===== config.mk =====
export PLATFORM = sky130hd
export DESIGN_NAME = vlmc_top
export DESIGN_NICKNAME = d
export VERILOG_FILES = /design/src/vlmc_pkg.sv /design/src/vlmc_top.sv
export SDC_FILE = /design/constraint.sdc
export NUM_CORES = 1
export LEC_CHECK = 0
export BUFFER_PORTS_ARGS = -buffer_cell sky130_fd_sc_hd__buf_2
export CAP_MARGIN = 5
export CORE_ASPECT_RATIO = 1.4
export CORE_UTILIZATION = 49
export DETAILED_ROUTE_END_ITERATION = 10
export GPL_TIMING_DRIVEN = 0
export PLACE_DENSITY = 0.86
export SLEW_MARGIN = 25
export SYNTH_ARGS = -nofsm -noshare
export SYNTH_HDL_FRONTEND = slang
export SYNTH_SLANG_ARGS = --single-unit

===== constraint.sdc =====
create_clock -name i_mclk -period 2.25 [get_ports i_mclk]
set_clock_uncertainty 0.05 [all_clocks]
set_input_delay 0 -clock i_mclk [delete_from_list [all_inputs] [get_ports i_mclk]]
set_output_delay 0 -clock i_mclk [all_outputs]
set_load 0.05 [all_outputs]

===== src/vlmc_pkg.sv =====
package vlmc_pkg;

  // Lane configurations as selected by the straps
  typedef enum logic [2:0] {
    CFG_LINK_NORM = 3'h1,
    CFG_LINK_REV  = 3'h2,
    CFG_VID_NORM  = 3'h3,
    CFG_VID_REV   = 3'h4,
    CFG_CONC_NORM = 3'h5,
    CFG_CONC_REV  = 3'h6
  } vlmc_cfg_type;

  // Video port operating modes
  typedef enum logic [1:0] {
    MODE_STD        = 2'h0,
    MODE_DUAL_INDEP = 2'h1,
    MODE_DUAL_SIMUL = 2'h2
  } vlmc_mode_type;

  // Register byte addresses
  localparam int unsigned ADDR_W        = 8;
  localparam logic [7:0]  REG_CTRL      = 8'h00;
  localparam logic [7:0]  REG_STATUS    = 8'h04;
  localparam logic [7:0]  REG_INT_STAT  = 8'h08;
  localparam logic [7:0]  REG_INT_MASK  = 8'h0C;
  localparam logic [7:0]  REG_TVCLK_CNT = 8'h10;

  // Interrupt status / mask bit positions
  localparam int unsigned INT_W            = 4;
  localparam int unsigned INT_PORT_B       = 0;
  localparam int unsigned INT_PORT_C       = 1;
  localparam int unsigned INT_FIELD_STALL  = 2;
  localparam int unsigned INT_MODE_REFUSED = 3;

  // Lane geometry
  localparam int unsigned LANES          = 16;
  localparam int unsigned VIDEO_LANES    = 8;
  localparam int unsigned PORT_C_LANE    = 4;
  localparam logic [3:0]  MIRROR_TOP     = 4'hF;
  localparam logic [3:0]  LINK_LANE_NORM = 4'h0;
  localparam logic [3:0]  LINK_LANE_REV  = 4'hF;

  // Logical receive lanes of the video sideband inputs
  localparam int unsigned RX_TV_CLOCK     = 0;
  localparam int unsigned RX_PORT_B_INT   = 1;
  localparam int unsigned RX_FIELD_STALL  = 2;
  localparam int unsigned RX_PORT_C_INT   = 5;

  // Values after reset
  localparam vlmc_cfg_type  CFG_RST   = CFG_LINK_NORM;
  localparam vlmc_mode_type MODE_RST  = MODE_STD;
  localparam logic [3:0]    MASK_RST  = 4'h0;
  localparam logic [15:0]   TVCNT_RST = 16'h0000;

endpackage


===== src/vlmc_top.sv =====
`timescale 1ns/100ps
// Functional notes
// Three straps pick one of six configurations
// Slot-reverse strap low selects reversed variant
// Normal video: port B lanes 0-3, C 4-7
// Reversed video, normal concurrent: lane k to 15-k
// Reversed concurrent uses normal video lane map
// Sideband inputs on rx lanes 0,1,2,5
// Graphics-only variant never reverses lanes
// Video mode reconfigurable at run time
// Standard mode: three data pairs plus clock
// Dual modes drive both ports, standard drives port B only
// Dual independent: separate stream per port
// Dual simultaneous: same pixels on both ports
// Dual simultaneous leaves second pipeline free
// Concurrent link is one lane, at lane 0, or at lane 15 in reversed concurrent
// Mirroring is about the lane 7/8 boundary
// Straps sampled at reset, held until next
// Link-only gives all lanes to the link
// Dual mode refused without video present
module vlmc_top (
  input  wire logic        i_mclk,                // Core clock, 200 MHz
  input  wire logic        i_srst,                // Synchronous reset, active high
  input  wire logic        i_slot_reverse_strap,  // Low selects reversed layout
  input  wire logic        i_video_present_strap, // High when video port fitted
  input  wire logic        i_concurrent_strap,    // High for video plus link
  input  wire logic        i_igd_only_strap,      // High on graphics-only variant
  input  wire logic [7:0]  i_addr,                // Register byte address
  input  wire logic [31:0] i_wdata,               // Register write data
  input  wire logic        i_wr,                  // Write strobe
  input  wire logic        i_rd,                  // Read strobe
  output logic      [31:0] o_rdata,               // Read data, cycle after read
  output logic             o_irq,                 // Level interrupt
  input  wire logic [3:0]  i_pipe0_sym,           // Pipe 0 symbol: red,green,blue,clock
  input  wire logic [3:0]  i_pipe1_sym,           // Pipe 1 symbol: red,green,blue,clock
  output logic             o_pipe1_free,          // Second pipeline unused by video
  input  wire logic [15:0] i_link_tx,             // Graphics link transmit lanes
  output logic      [15:0] o_link_rx,             // Graphics link receive lanes
  output logic      [15:0] o_lane_tx_positive,    // Lane transmit, true side
  output logic      [15:0] o_lane_tx_negative,    // Lane transmit, complement side
  output logic      [15:0] o_lane_tx_oe,          // Lane transmit driven
  input  wire logic [15:0] i_lane_rx_positive,    // Lane receive pins
  output logic             o_video_active         // Video owns lanes
);

  typedef struct packed {
    logic [3:0]            strap_s1;
    logic [3:0]            strap_s2;
    logic                  latched;
    logic                  igd;
    vlmc_pkg::vlmc_cfg_type  cfg;
    vlmc_pkg::vlmc_mode_type mode;
    logic [3:0]            mask;
    logic [3:0]            stat;
    logic [15:0]           tvcnt;
    logic [15:0]           rx_s1;
    logic [15:0]           rx_s2;
    logic [3:0]            rx_prev;
    logic                  armed;
    logic [15:0]           tx;
    logic [15:0]           tx_oe;
    logic [15:0]           link_rx;
    logic [31:0]           rdata;
  } vlmc_state_type;

  vlmc_state_type s_q;
  vlmc_state_type s_d;

  logic        mirror;
  logic        video_on;
  logic        link_only;
  logic [3:0]  link_lane;
  logic [3:0]  lk;
  logic [7:0]  vid_sym;
  logic [7:0]  vid_en;
  logic [15:0] rxv;
  logic [3:0]  side;
  logic [3:0]  ev;
  logic [3:0]  clr;
  logic        ctrl_wr;
  logic        dual_req;
  logic        refuse;
  logic [1:0]  req_mode;

  // Strap order: [0] slot reverse, [1] video present, [2] concurrent, [3] graphics only
  function automatic vlmc_pkg::vlmc_cfg_type decode_cfg(input logic [3:0] st);
    logic rev;
    rev = ~st[0] & ~st[3];
    if (!st[1]) begin
      decode_cfg = rev ? vlmc_pkg::CFG_LINK_REV : vlmc_pkg::CFG_LINK_NORM;
    end else if (st[2]) begin
      decode_cfg = rev ? vlmc_pkg::CFG_CONC_REV : vlmc_pkg::CFG_CONC_NORM;
    end else begin
      decode_cfg = rev ? vlmc_pkg::CFG_VID_REV : vlmc_pkg::CFG_VID_NORM;
    end
  endfunction

  always_comb begin
    s_d       = s_q;
    lk        = 4'h0;
    // Mirror about the 7/8 boundary: lane k pairs with lane 15-k
    mirror    = (s_q.cfg == vlmc_pkg::CFG_VID_REV) ||
                (s_q.cfg == vlmc_pkg::CFG_CONC_NORM);
    video_on  = s_q.latched && (s_q.cfg >= vlmc_pkg::CFG_VID_NORM);
    link_only = s_q.latched && !video_on;
    link_lane = (s_q.cfg == vlmc_pkg::CFG_CONC_REV) ? vlmc_pkg::LINK_LANE_REV
                                                   : vlmc_pkg::LINK_LANE_NORM;
    // Port B always from pipe 0; port C copies pipe 0 when simultaneous
    vid_sym[3:0] = i_pipe0_sym;
    vid_sym[7:4] = (s_q.mode == vlmc_pkg::MODE_DUAL_SIMUL) ? i_pipe0_sym
                                                           : i_pipe1_sym;
    vid_en[3:0]  = 4'hF;
    vid_en[7:4]  = (s_q.mode == vlmc_pkg::MODE_STD) ? 4'h0 : 4'hF;
    rxv          = 16'h0000;
    s_d.link_rx  = 16'h0000;
    for (int p = 0; p < vlmc_pkg::LANES; p++) begin
      lk = mirror ? (vlmc_pkg::MIRROR_TOP - 4'(p)) : 4'(p);
      rxv[lk] = s_q.rx_s2[p];
      if (video_on && (32'(lk) < vlmc_pkg::VIDEO_LANES) && vid_en[lk[2:0]]) begin
        s_d.tx[p]    = vid_sym[lk[2:0]];
        s_d.tx_oe[p] = 1'b1;
      end else if (link_only) begin
        s_d.tx[p]      = i_link_tx[p];
        s_d.tx_oe[p]   = 1'b1;
        s_d.link_rx[p] = s_q.rx_s2[p];
      end else if (video_on && (s_q.cfg >= vlmc_pkg::CFG_CONC_NORM) &&
                   (4'(p) == link_lane)) begin
        s_d.tx[p]      = i_link_tx[0];
        s_d.tx_oe[p]   = 1'b1;
        s_d.link_rx[0] = s_q.rx_s2[p];
      end else begin
        s_d.tx[p]    = 1'b0;
        s_d.tx_oe[p] = 1'b0;
      end
    end
    // Sideband inputs, only while the video port owns the lanes
    side = {rxv[vlmc_pkg::RX_PORT_C_INT], rxv[vlmc_pkg::RX_FIELD_STALL],
            rxv[vlmc_pkg::RX_PORT_B_INT], rxv[vlmc_pkg::RX_TV_CLOCK]};
    s_d.rx_prev = side;
    // Edge detectors skip the first video cycle; the earlier sample used the reset lane map
    s_d.armed   = video_on;
    ev = 4'h0;
    ev[vlmc_pkg::INT_PORT_B]      = video_on & s_q.armed & side[1] & ~s_q.rx_prev[1];
    ev[vlmc_pkg::INT_FIELD_STALL] = video_on & s_q.armed & side[2] & ~s_q.rx_prev[2];
    ev[vlmc_pkg::INT_PORT_C]      = video_on & s_q.armed & side[3] & ~s_q.rx_prev[3];
    if (video_on && s_q.armed && side[0] && !s_q.rx_prev[0]) begin
      s_d.tvcnt = s_q.tvcnt + 16'h0001;
    end
    // Mode writes; dual needs the video port, code 3 is not a mode
    ctrl_wr  = i_wr && (i_addr == vlmc_pkg::REG_CTRL);
    req_mode = i_wdata[1:0];
    dual_req = (req_mode == vlmc_pkg::MODE_DUAL_INDEP) ||
               (req_mode == vlmc_pkg::MODE_DUAL_SIMUL);
    refuse   = ctrl_wr && ((dual_req && !video_on) || (req_mode == 2'h3));
    if (ctrl_wr && !refuse) begin
      s_d.mode = vlmc_pkg::vlmc_mode_type'(req_mode);
    end
    ev[vlmc_pkg::INT_MODE_REFUSED] = refuse;
    if (i_wr && (i_addr == vlmc_pkg::REG_INT_MASK)) begin
      s_d.mask = i_wdata[3:0];
    end
    // Write one to clear; a new event in the same cycle wins
    clr = (i_wr && (i_addr == vlmc_pkg::REG_INT_STAT)) ? i_wdata[3:0] : 4'h0;
    s_d.stat = (s_q.stat & ~clr) | ev;
    s_d.rdata = 32'h0000_0000;
    if (i_rd) begin
      case (i_addr)
        vlmc_pkg::REG_CTRL:      s_d.rdata = {30'h0, s_q.mode};
        vlmc_pkg::REG_STATUS:    s_d.rdata = {23'h0, s_q.igd, s_q.latched, video_on,
                                              s_q.mode, 1'b0, s_q.cfg};
        vlmc_pkg::REG_INT_STAT:  s_d.rdata = {28'h0, s_q.stat};
        vlmc_pkg::REG_INT_MASK:  s_d.rdata = {28'h0, s_q.mask};
        vlmc_pkg::REG_TVCLK_CNT: s_d.rdata = {16'h0, s_q.tvcnt};
        default:                 s_d.rdata = 32'h0000_0000;
      endcase
    end
    // Straps taken once, first cycle after reset release
    if (!s_q.latched) begin
      s_d.cfg     = decode_cfg(s_q.strap_s2);
      s_d.igd     = s_q.strap_s2[3];
      s_d.latched = 1'b1;
      s_d.tx      = 16'h0000;
      s_d.tx_oe   = 16'h0000;
      s_d.link_rx = 16'h0000;
    end
    s_d.strap_s1 = {i_igd_only_strap, i_concurrent_strap,
                    i_video_present_strap, i_slot_reverse_strap};
    s_d.strap_s2 = s_q.strap_s1;
    s_d.rx_s1    = i_lane_rx_positive;
    s_d.rx_s2    = s_q.rx_s1;
    if (i_srst) begin
      s_d.latched = 1'b0;
      s_d.igd     = 1'b0;
      s_d.cfg     = vlmc_pkg::CFG_RST;
      s_d.mode    = vlmc_pkg::MODE_RST;
      s_d.mask    = vlmc_pkg::MASK_RST;
      s_d.stat    = 4'h0;
      s_d.tvcnt   = vlmc_pkg::TVCNT_RST;
      s_d.rx_prev = 4'h0;
      s_d.armed   = 1'b0;
      s_d.tx      = 16'h0000;
      s_d.tx_oe   = 16'h0000;
      s_d.link_rx = 16'h0000;
      s_d.rdata   = 32'h0000_0000;
    end
  end

  always_ff @(posedge i_mclk) begin
    s_q <= s_d;
  end

  assign o_rdata            = s_q.rdata;
  assign o_irq              = |(s_q.stat & s_q.mask);
  assign o_pipe1_free       = (s_q.mode != vlmc_pkg::MODE_DUAL_INDEP);
  assign o_link_rx          = s_q.link_rx;
  assign o_lane_tx_positive = s_q.tx;
  assign o_lane_tx_negative = ~s_q.tx & s_q.tx_oe;
  assign o_lane_tx_oe       = s_q.tx_oe;
  assign o_video_active     = s_q.latched && (s_q.cfg >= vlmc_pkg::CFG_VID_NORM);

  property p_strap_decode;
    @(posedge i_mclk) disable iff (i_srst)
    !s_q.latched |=> s_q.cfg == decode_cfg($past(s_q.strap_s2));
  endproperty
  a_strap_decode: assert property (p_strap_decode) else $error("strap decode wrong");

  property p_cfg_held;
    @(posedge i_mclk) disable iff (i_srst)
    s_q.latched |=> $stable(s_q.cfg) && s_q.latched;
  endproperty
  a_cfg_held: assert property (p_cfg_held) else $error("configuration changed");

  property p_no_rev_igd;
    @(posedge i_mclk) disable iff (i_srst)
    s_q.latched && s_q.igd |-> !(s_q.cfg inside {vlmc_pkg::CFG_LINK_REV,
      vlmc_pkg::CFG_VID_REV, vlmc_pkg::CFG_CONC_REV});
  endproperty
  a_no_rev_igd: assert property (p_no_rev_igd) else $error("reversed on graphics-only");

  property p_vid_norm;
    @(posedge i_mclk) disable iff (i_srst)
    s_q.cfg == vlmc_pkg::CFG_VID_NORM && s_q.latched |=>
      s_q.tx[0] == $past(i_pipe0_sym[0]) && s_q.tx[3] == $past(i_pipe0_sym[3]) &&
      s_q.tx_oe[15:8] == 8'h00 && s_q.tx_oe[7] == ($past(s_q.mode) != vlmc_pkg::MODE_STD);
  endproperty
  a_vid_norm: assert property (p_vid_norm) else $error("normal video map wrong");

  property p_mirror;
    @(posedge i_mclk) disable iff (i_srst)
    s_q.cfg inside {vlmc_pkg::CFG_VID_REV, vlmc_pkg::CFG_CONC_NORM} && s_q.latched |=>
      s_q.tx[15] == $past(i_pipe0_sym[0]) && s_q.tx[12] == $past(i_pipe0_sym[3]) &&
      s_q.tx_oe[15:12] == 4'hF;
  endproperty
  a_mirror: assert property (p_mirror) else $error("mirrored map wrong");

  property p_conc_rev;
    @(posedge i_mclk) disable iff (i_srst)
    s_q.cfg == vlmc_pkg::CFG_CONC_REV && s_q.latched |=>
      s_q.tx[1] == $past(i_pipe0_sym[1]) && s_q.tx[15] == $past(i_link_tx[0]);
  endproperty
  a_conc_rev: assert property (p_conc_rev) else $error("reversed concurrent map wrong");

  property p_conc_link;
    @(posedge i_mclk) disable iff (i_srst)
    s_q.cfg == vlmc_pkg::CFG_CONC_NORM && s_q.latched |=>
      s_q.tx[0] == $past(i_link_tx[0]) && s_q.tx_oe[0] && s_q.link_rx[15:1] == 15'h0000;
  endproperty
  a_conc_link: assert property (p_conc_link) else $error("link not x1 on lane 0");

  property p_link_only;
    @(posedge i_mclk) disable iff (i_srst)
    s_q.cfg <= vlmc_pkg::CFG_LINK_REV && s_q.latched |=>
      s_q.tx_oe == 16'hFFFF && s_q.tx == $past(i_link_tx);
  endproperty
  a_link_only: assert property (p_link_only) else $error("link-only lanes wrong");

  property p_dual_refused;
    @(posedge i_mclk) disable iff (i_srst)
    ctrl_wr && dual_req && !video_on |=>
      $stable(s_q.mode) && s_q.stat[vlmc_pkg::INT_MODE_REFUSED];
  endproperty
  a_dual_refused: assert property (p_dual_refused) else $error("dual mode not refused");

  property p_mode_write;
    @(posedge i_mclk) disable iff (i_srst)
    ctrl_wr && video_on && req_mode != 2'h3 |=> s_q.mode == $past(req_mode);
  endproperty
  a_mode_write: assert property (p_mode_write) else $error("mode not reconfigured");

  property p_simul;
    @(posedge i_mclk) disable iff (i_srst)
    s_q.mode == vlmc_pkg::MODE_DUAL_SIMUL && s_q.cfg == vlmc_pkg::CFG_VID_NORM &&
      !ctrl_wr |=> s_q.tx[7:4] == s_q.tx[3:0] && o_pipe1_free;
  endproperty
  a_simul: assert property (p_simul) else $error("ports differ in simultaneous");

  property p_indep;
    @(posedge i_mclk) disable iff (i_srst)
    s_q.mode == vlmc_pkg::MODE_DUAL_INDEP && s_q.cfg == vlmc_pkg::CFG_VID_NORM &&
      !ctrl_wr |=> s_q.tx[7:4] == $past(i_pipe1_sym) && !o_pipe1_free;
  endproperty
  a_indep: assert property (p_indep) else $error("port C not from second pipe");

  property p_port_b_irq;
    @(posedge i_mclk) disable iff (i_srst)
    s_q.cfg == vlmc_pkg::CFG_VID_NORM && s_q.armed && s_q.rx_s2[1] &&
      !s_q.rx_prev[1] |=> s_q.stat[vlmc_pkg::INT_PORT_B];
  endproperty
  a_port_b_irq: assert property (p_port_b_irq) else $error("port B interrupt missed");

  property p_stat_sticky;
    @(posedge i_mclk) disable iff (i_srst)
    s_q.stat[vlmc_pkg::INT_PORT_C] &&
      !(i_wr && i_addr == vlmc_pkg::REG_INT_STAT && i_wdata[vlmc_pkg::INT_PORT_C]) |=>
      s_q.stat[vlmc_pkg::INT_PORT_C];
  endproperty
  a_stat_sticky: assert property (p_stat_sticky) else $error("sticky status lost");

  property p_rdata_pulse;
    @(posedge i_mclk) disable iff (i_srst)
    !i_rd |=> o_rdata == 32'h0000_0000;
  endproperty
  a_rdata_pulse: assert property (p_rdata_pulse) else $error("read data outstays");

  property p_link_rx_only;
    @(posedge i_mclk) disable iff (i_srst)
    s_q.latched && s_q.cfg <= vlmc_pkg::CFG_LINK_REV |=> o_link_rx == $past(s_q.rx_s2);
  endproperty
  a_link_rx_only: assert property (p_link_rx_only) else $error("link rx wrong");

  property p_unarmed_quiet;
    @(posedge i_mclk) disable iff (i_srst)
    !s_q.armed |=> s_q.stat[2:0] == ($past(s_q.stat[2:0]) & ~$past(clr[2:0])) &&
      $stable(s_q.tvcnt);
  endproperty
  a_unarmed_quiet: assert property (p_unarmed_quiet) else $error("false sideband edge");

  c_conc_rev:  cover property (@(posedge i_mclk) disable iff (i_srst)
    s_q.latched && s_q.cfg == vlmc_pkg::CFG_CONC_REV);
  c_simul:     cover property (@(posedge i_mclk) disable iff (i_srst)
    video_on && s_q.mode == vlmc_pkg::MODE_DUAL_SIMUL);
  c_irq:       cover property (@(posedge i_mclk) disable iff (i_srst) o_irq);
  c_refused:   cover property (@(posedge i_mclk) disable iff (i_srst) refuse);

endmodule


# [Word-level counts from Yosys, hierarchy flattened]
# Cells that the tools add are included.
[op_classes] add_sub_neg=1 magnitude_cmp=66 eq_ne=27 muxes=281 bitwise=23 n_reduce_logical=103
[ops] operator="$bwmux 16" n=15
[ops] operator="$mux 1" n=192
[ops] operator="$bmux 1 s3" n=32
[ops] operator="$lt 4x5->1 const B" n=16
[ops] operator="$mux 4" n=20
[ops] operator="$pmux 16 s5" n=1
[ops] operator="$logic_and 1x1->1" n=76
[ops] operator="$demux 1 s4" n=16
[ops] operator="$ge 4x1->1 const B" n=16
[ops] operator="$lt 3x4->1 const B" n=16
[ops] operator="$lt 4x4->1 const B" n=16
[ops] operator="$reduce_or 4->1" n=16
[ops] operator="$and 16x16->16" n=2
[ops] operator="$eq 4x4->1 const A" n=8
[ops] operator="$add 16x1->16 const B" n=1
[ops] operator="$eq 3x4->1 const A" n=4
[ops] operator="$eq 8x4->1 const B" n=2
[ops] operator="$not 16->16" n=1
[ops] operator="$eq 3x3->1 const B" n=3
[ops] operator="$mux 3" n=3
[ops] operator="$and 1x1->1" n=8
[ops] operator="$and 4x4->4" n=2
[ops] operator="$eq 2x4->1 const A" n=2
[ops] operator="$eq 8x3->1 const B" n=1
[ops] operator="other kinds (17)" n=32
[totals] reg_bits=156 elab_cells=533

# [Logic depth before layout (Yosys ltp)]
[logic_depth] ltp_word=52 ltp_mapped=7 depth_no_buf=5

# [Worst setup path before layout]
# No wires, ideal clock.
[synth_path] path_type="register to register" start="reg s_q[143] in the netlist's numbering" end="reg s_q (netlist bit o_rdata[6])" arrival_time_ns=1.505 required_ns=2.131 path_slack_ns=0.625 stages_incl_launch_ff=7 period_less_slack_ns=1.625 path_cell_list="dfxtp_1 > buf_4 > a21o_1 > clkbuf_1 > and2_1 > a22oi_1 > nor2_1"
[synth_via] elab_chain_len=3
[synth_lines] element="start: declaration" line_no="vlmc_top.sv:66" text="vlmc_state_type s_q;"
[synth_lines] element="start signal: assignment" line_no="vlmc_top.sv:209" text="s_q <= s_d;"
[synth_lines] element="$ge 3x2->1"
[synth_lines] element="$logic_and 1x1->1"
[synth_lines] element="named net o_video_active" line_no="vlmc_top.sv:43" text="output logic o_video_active"
[synth_lines] element="$pmux 16 s5" line_no="vlmc_top.sv:167" text="case (i_addr)"
# The timed path passes the listed nets, and every way through them passes these cells.
# A chain may end at the register's enable or synchronous reset.

# [Worst setup path in the final report]
[layout_path] start="reg s_q[144] in the netlist's numbering" end="reg s_q (netlist bit o_rdata[1])"
[layout_via] elab_chain_len=1
[layout_lines] element="$pmux 16 s5" line_no="vlmc_top.sv:167"
# No other way between the ends.

==> flow_metrics.py <==
metrics = {
    "synth": {
        "yosysWarnings": 0,
        "synthSimpleGateAreaFrac_pct": 18.43,
        "synth_ff_type": "dfxtp_1",
        "synth_fa_ha_area_share_pct": 0.7182,
        "ys_seq_elements": 131,
        "postSynth.asyncResetShare_pct": 0,
        "netlist_area_mm2": 0.005226,
        "syn_avg_cell_area_um2": 9.625,
        "synth_top_family_by_area": "simple AND/OR/NAND/NOR gates",
        "synthMuxAreaShare_pct": 3.352,
        "synthDistinctLibCells": 51,
        "synth_compound_area_share_pct": 12.33,
        "ys_seq_area_share_pct": 50.18,
        "syn_inst": 543,
        "synth_xor_area_share_pct": 0,
        "synth_edf_count": 0,
    },
    "clocking": {
        "cts_buffer_depth": 2,
        "h-tree-depth": 4,
        "cts.sinks": 131,
        "cts-root-buf": "clkbuf_16",
        "clock_latency_ns": 0.41,
        "cts_tree": "done",
        "numCtsBuffers": 17,
        "clk_pin_slew_ns": 0.06,
    },
    "setup_path": {
        "critical-path-top-delay-family": "buffers and inverters",
        "crit_chain": "buf_6, mux2i_1, o21ai_1, dlygate4sd3_1, o21ai_0, dlygate4sd3_1, nor2_1",
        "critPathArrivalTime_ns": 2.40,
        "cp-end-kind": "flop",
        "cpMostUsedCell": "dlygate4sd3_1",
        "critPathBufInv": 3,
        "crit_required_ns": 2.54,
        "crit_slowest_cell": "dlygate4sd3_1",
        "critPathLaunchType": "flop",
        "critical_path.max_stage_delay_ns": 0.56,
        "critPathKind": "flop to flop",
        "cp_max_fo": 10,
    },
    "floorplan": {
        "fp.dieArea_mm2": 0.01109,
        "ios": 187,
        "row_count": 44,
        "start_util_pct": 50.50,
        "fp.dieH_um": 124.2,
        "coreArea_mm2": 0.01035,
        "die_x_um": 89.29,
    },
    "drt": {
        "viasPerCell": 5.153,
        "wirelength_um": 14640,
        "drt_first_pass_iters": 4,
        "detail_route.wl_per_cell_um": 15.79,
        "drc": 0,
        "postRouteAntennaNets": 0,
        "drt_iter0_drc": 239,
        "vias": 4777,
    },
    "final_layout": {
        "fin_util_pct": 71.37,
        "final_cell_mix": "buf_2 (147), dfxtp_1 (130), buf_4 (82)",
        "multi_input_area_mm2": 0.001883,
        "areaGrowthSynthToFinish_pct": 41.35,
        "regArea_mm2": 0.002624,
        "fillers": 733,
        "layout_commonest_cell": "buf_2",
        "diodes": 0,
        "drive_above_1_share_pct": 35.11,
        "nets": 867,
    },
    "timing": {
        "setup_ws_ns": 0.1330,
        "finalMaxSlewViolations": 0,
        "finalSetupViolations": 0,
        "hold_slack_ns": 0.07168,
        "slew_headroom_pct": 58.05,
        "max_freq_mhz": 472.4,
        "worstMarginPinSlew_ns": 0.6293,
        "hold_viol_final": 0,
        "tns_ns": 0,
        "rsz0062_at_grt": "no",
        "min_period_ns": 2.117,
        "fin_crit_sh_pct": 94.09,
    },
    "global_route": {
        "grt-busiest-layer": "met2",
        "grt_pass1_wl_um": 21890,
        "grt_max_degree": 17,
        "globalRouteOverflowTotal": 0,
        "grt_pass1_vias": 4605,
        "use_met3_pct": 6.163,
        "met2_usage_pct": 50.14,
        "grtUsageTotal_pct": 26.64,
        "grt.met1_usage_pct": 26.66,
        "antenna_found_initial": 0,
    },
    "placement": {
        "place_ws_ns": 0.3467,
        "dp_hpwl_um": 9221,
        "place.gp.congestion": 0.9128,
        "portBuffers": 139,
    },
    "pwr": {
        "powerDensity_mw_per_mm2": 827.3,
        "total_power_mw": 6.111,
        "leakagePower_nw": 3.583,
        "ir_worst_vdd_v": 0.0006016,
    },
    "hold_path": {
        "holdCritPathClass": "primary input to flop",
    },
    "status": {
        "status": "finished clean",
    },
    "flow_run": {
        "cap_viol_max_count": 0,
    },
}
-- tightest hold or removal path, delay by kind of cell --
kind | cells | cell delay, ns
compound gates | 2 | 0.22
buf+inv | 1 | 0.10
simple gates | 2 | 0.17
-- state kept, by name (all words and copies together) (netlist names) --
name,cells
s_d,20
o_lane_tx_positive,16
o_lane_tx_oe,7
o_link_rx,16
o_rdata,16
s_q,56
-- layout make-up --
cell class / count / share of cell area (%)
timing repair buffer: 199 / 17.55
sequential: 131 / 35.52
buffer: 111 / 10.21
clock inverter: 13 / 2.354
inverter: 8 / 0.4065
multi-input combinational: 308 / 25.49
clock buffer: 19 / 6.131
tap: 138 / 2.337
-- metrics by stage --
stage | cells | cell area [um2]
after global placement | 835 | 6151
after floorplan | 558 | 5283
after detailed placement | 835 | 6151
after global routing | 927 | 7387
final | 927 | 7387
after CTS | 927 | 7378
-- where the power goes --
| part | internal [mW] | leakage (nW) | switching (mW) |
|---|---|---|---|
| Sequential | 2.40 | 1.08 | 0.0386 |
| Clock | 1.82 | 0.302 | 1.04 |
| Combinational | 0.294 | 2.20 | 0.512 |
| Total | 4.52 | 3.58 | 1.59 |
-- layer usage --
metal  share of wire, %  vias up
met4                3.3        0
met2                 55      204
met5                  0        -
met3                5.7       39
li1                   -     2280
met1                 36     2254
-- timing repair --
item                                   4_1_cts  5_1_grt
gates resized for setup                      0       11
buffers inserted                             0        0
hold buffers                                60        0
setup endpoints to repair                    0        6
endpoints found under the hold margin       49        0
-- cells in the mapped netlist, types with 5 or more instances --
cell      count  share of area, %
a21o_1        7               1.0
a21oi_1      39               3.7
a22oi_1      11               1.6
and2_1        5              0.60
and3_1       28               3.4
buf_2         8              0.77
buf_4        82                12
clkbuf_1     17               1.2
dfxtp_1     131                50
inv_1         8              0.57
mux2i_1      13               2.5
nand2_1      29               2.1
nand3_1      13               1.2
nand4_1       9               1.1
nor2_1       30               2.2
nor2b_1      23               2.8
o21ai_0       8              0.77
o31ai_1      14               2.0
or4_1        14               2.0
-- cell families (layout without fill, tap and decap cells) --
| logic type | count (synthesis) | after routing |
|---|---|---|
| AOI/OAI and AO/OA | 101 | 101 |
| buffers and inverters | 119 | 350 |
| other | 1 | 16 |
| and+or+nand+nor | 172 | 172 |
| DFF | 131 | 131 |
| adders and majority gates | 3 | 3 |
| muxes | 16 | 16 |
-- worst paths after layout --
path / cells past startpoint / slack (ns) / startpoint / end
min: 5 / 0.07 / i_addr[5] / s_q[141]$_SDFFE_PP0P_
max: 7 / 0.13 / s_q[144]$_SDFFE_PP0N_ / o_rdata[1]$_SDFF_PP0_
min reg2reg: 0 / 0.27 / s_d[100]$_DFF_P_ / s_q[100]$_DFF_P_
max reg2reg: 7 / 0.13 / s_q[144]$_SDFFE_PP0N_ / o_rdata[1]$_SDFF_PP0_
Power figures use the tool's default switching activity.
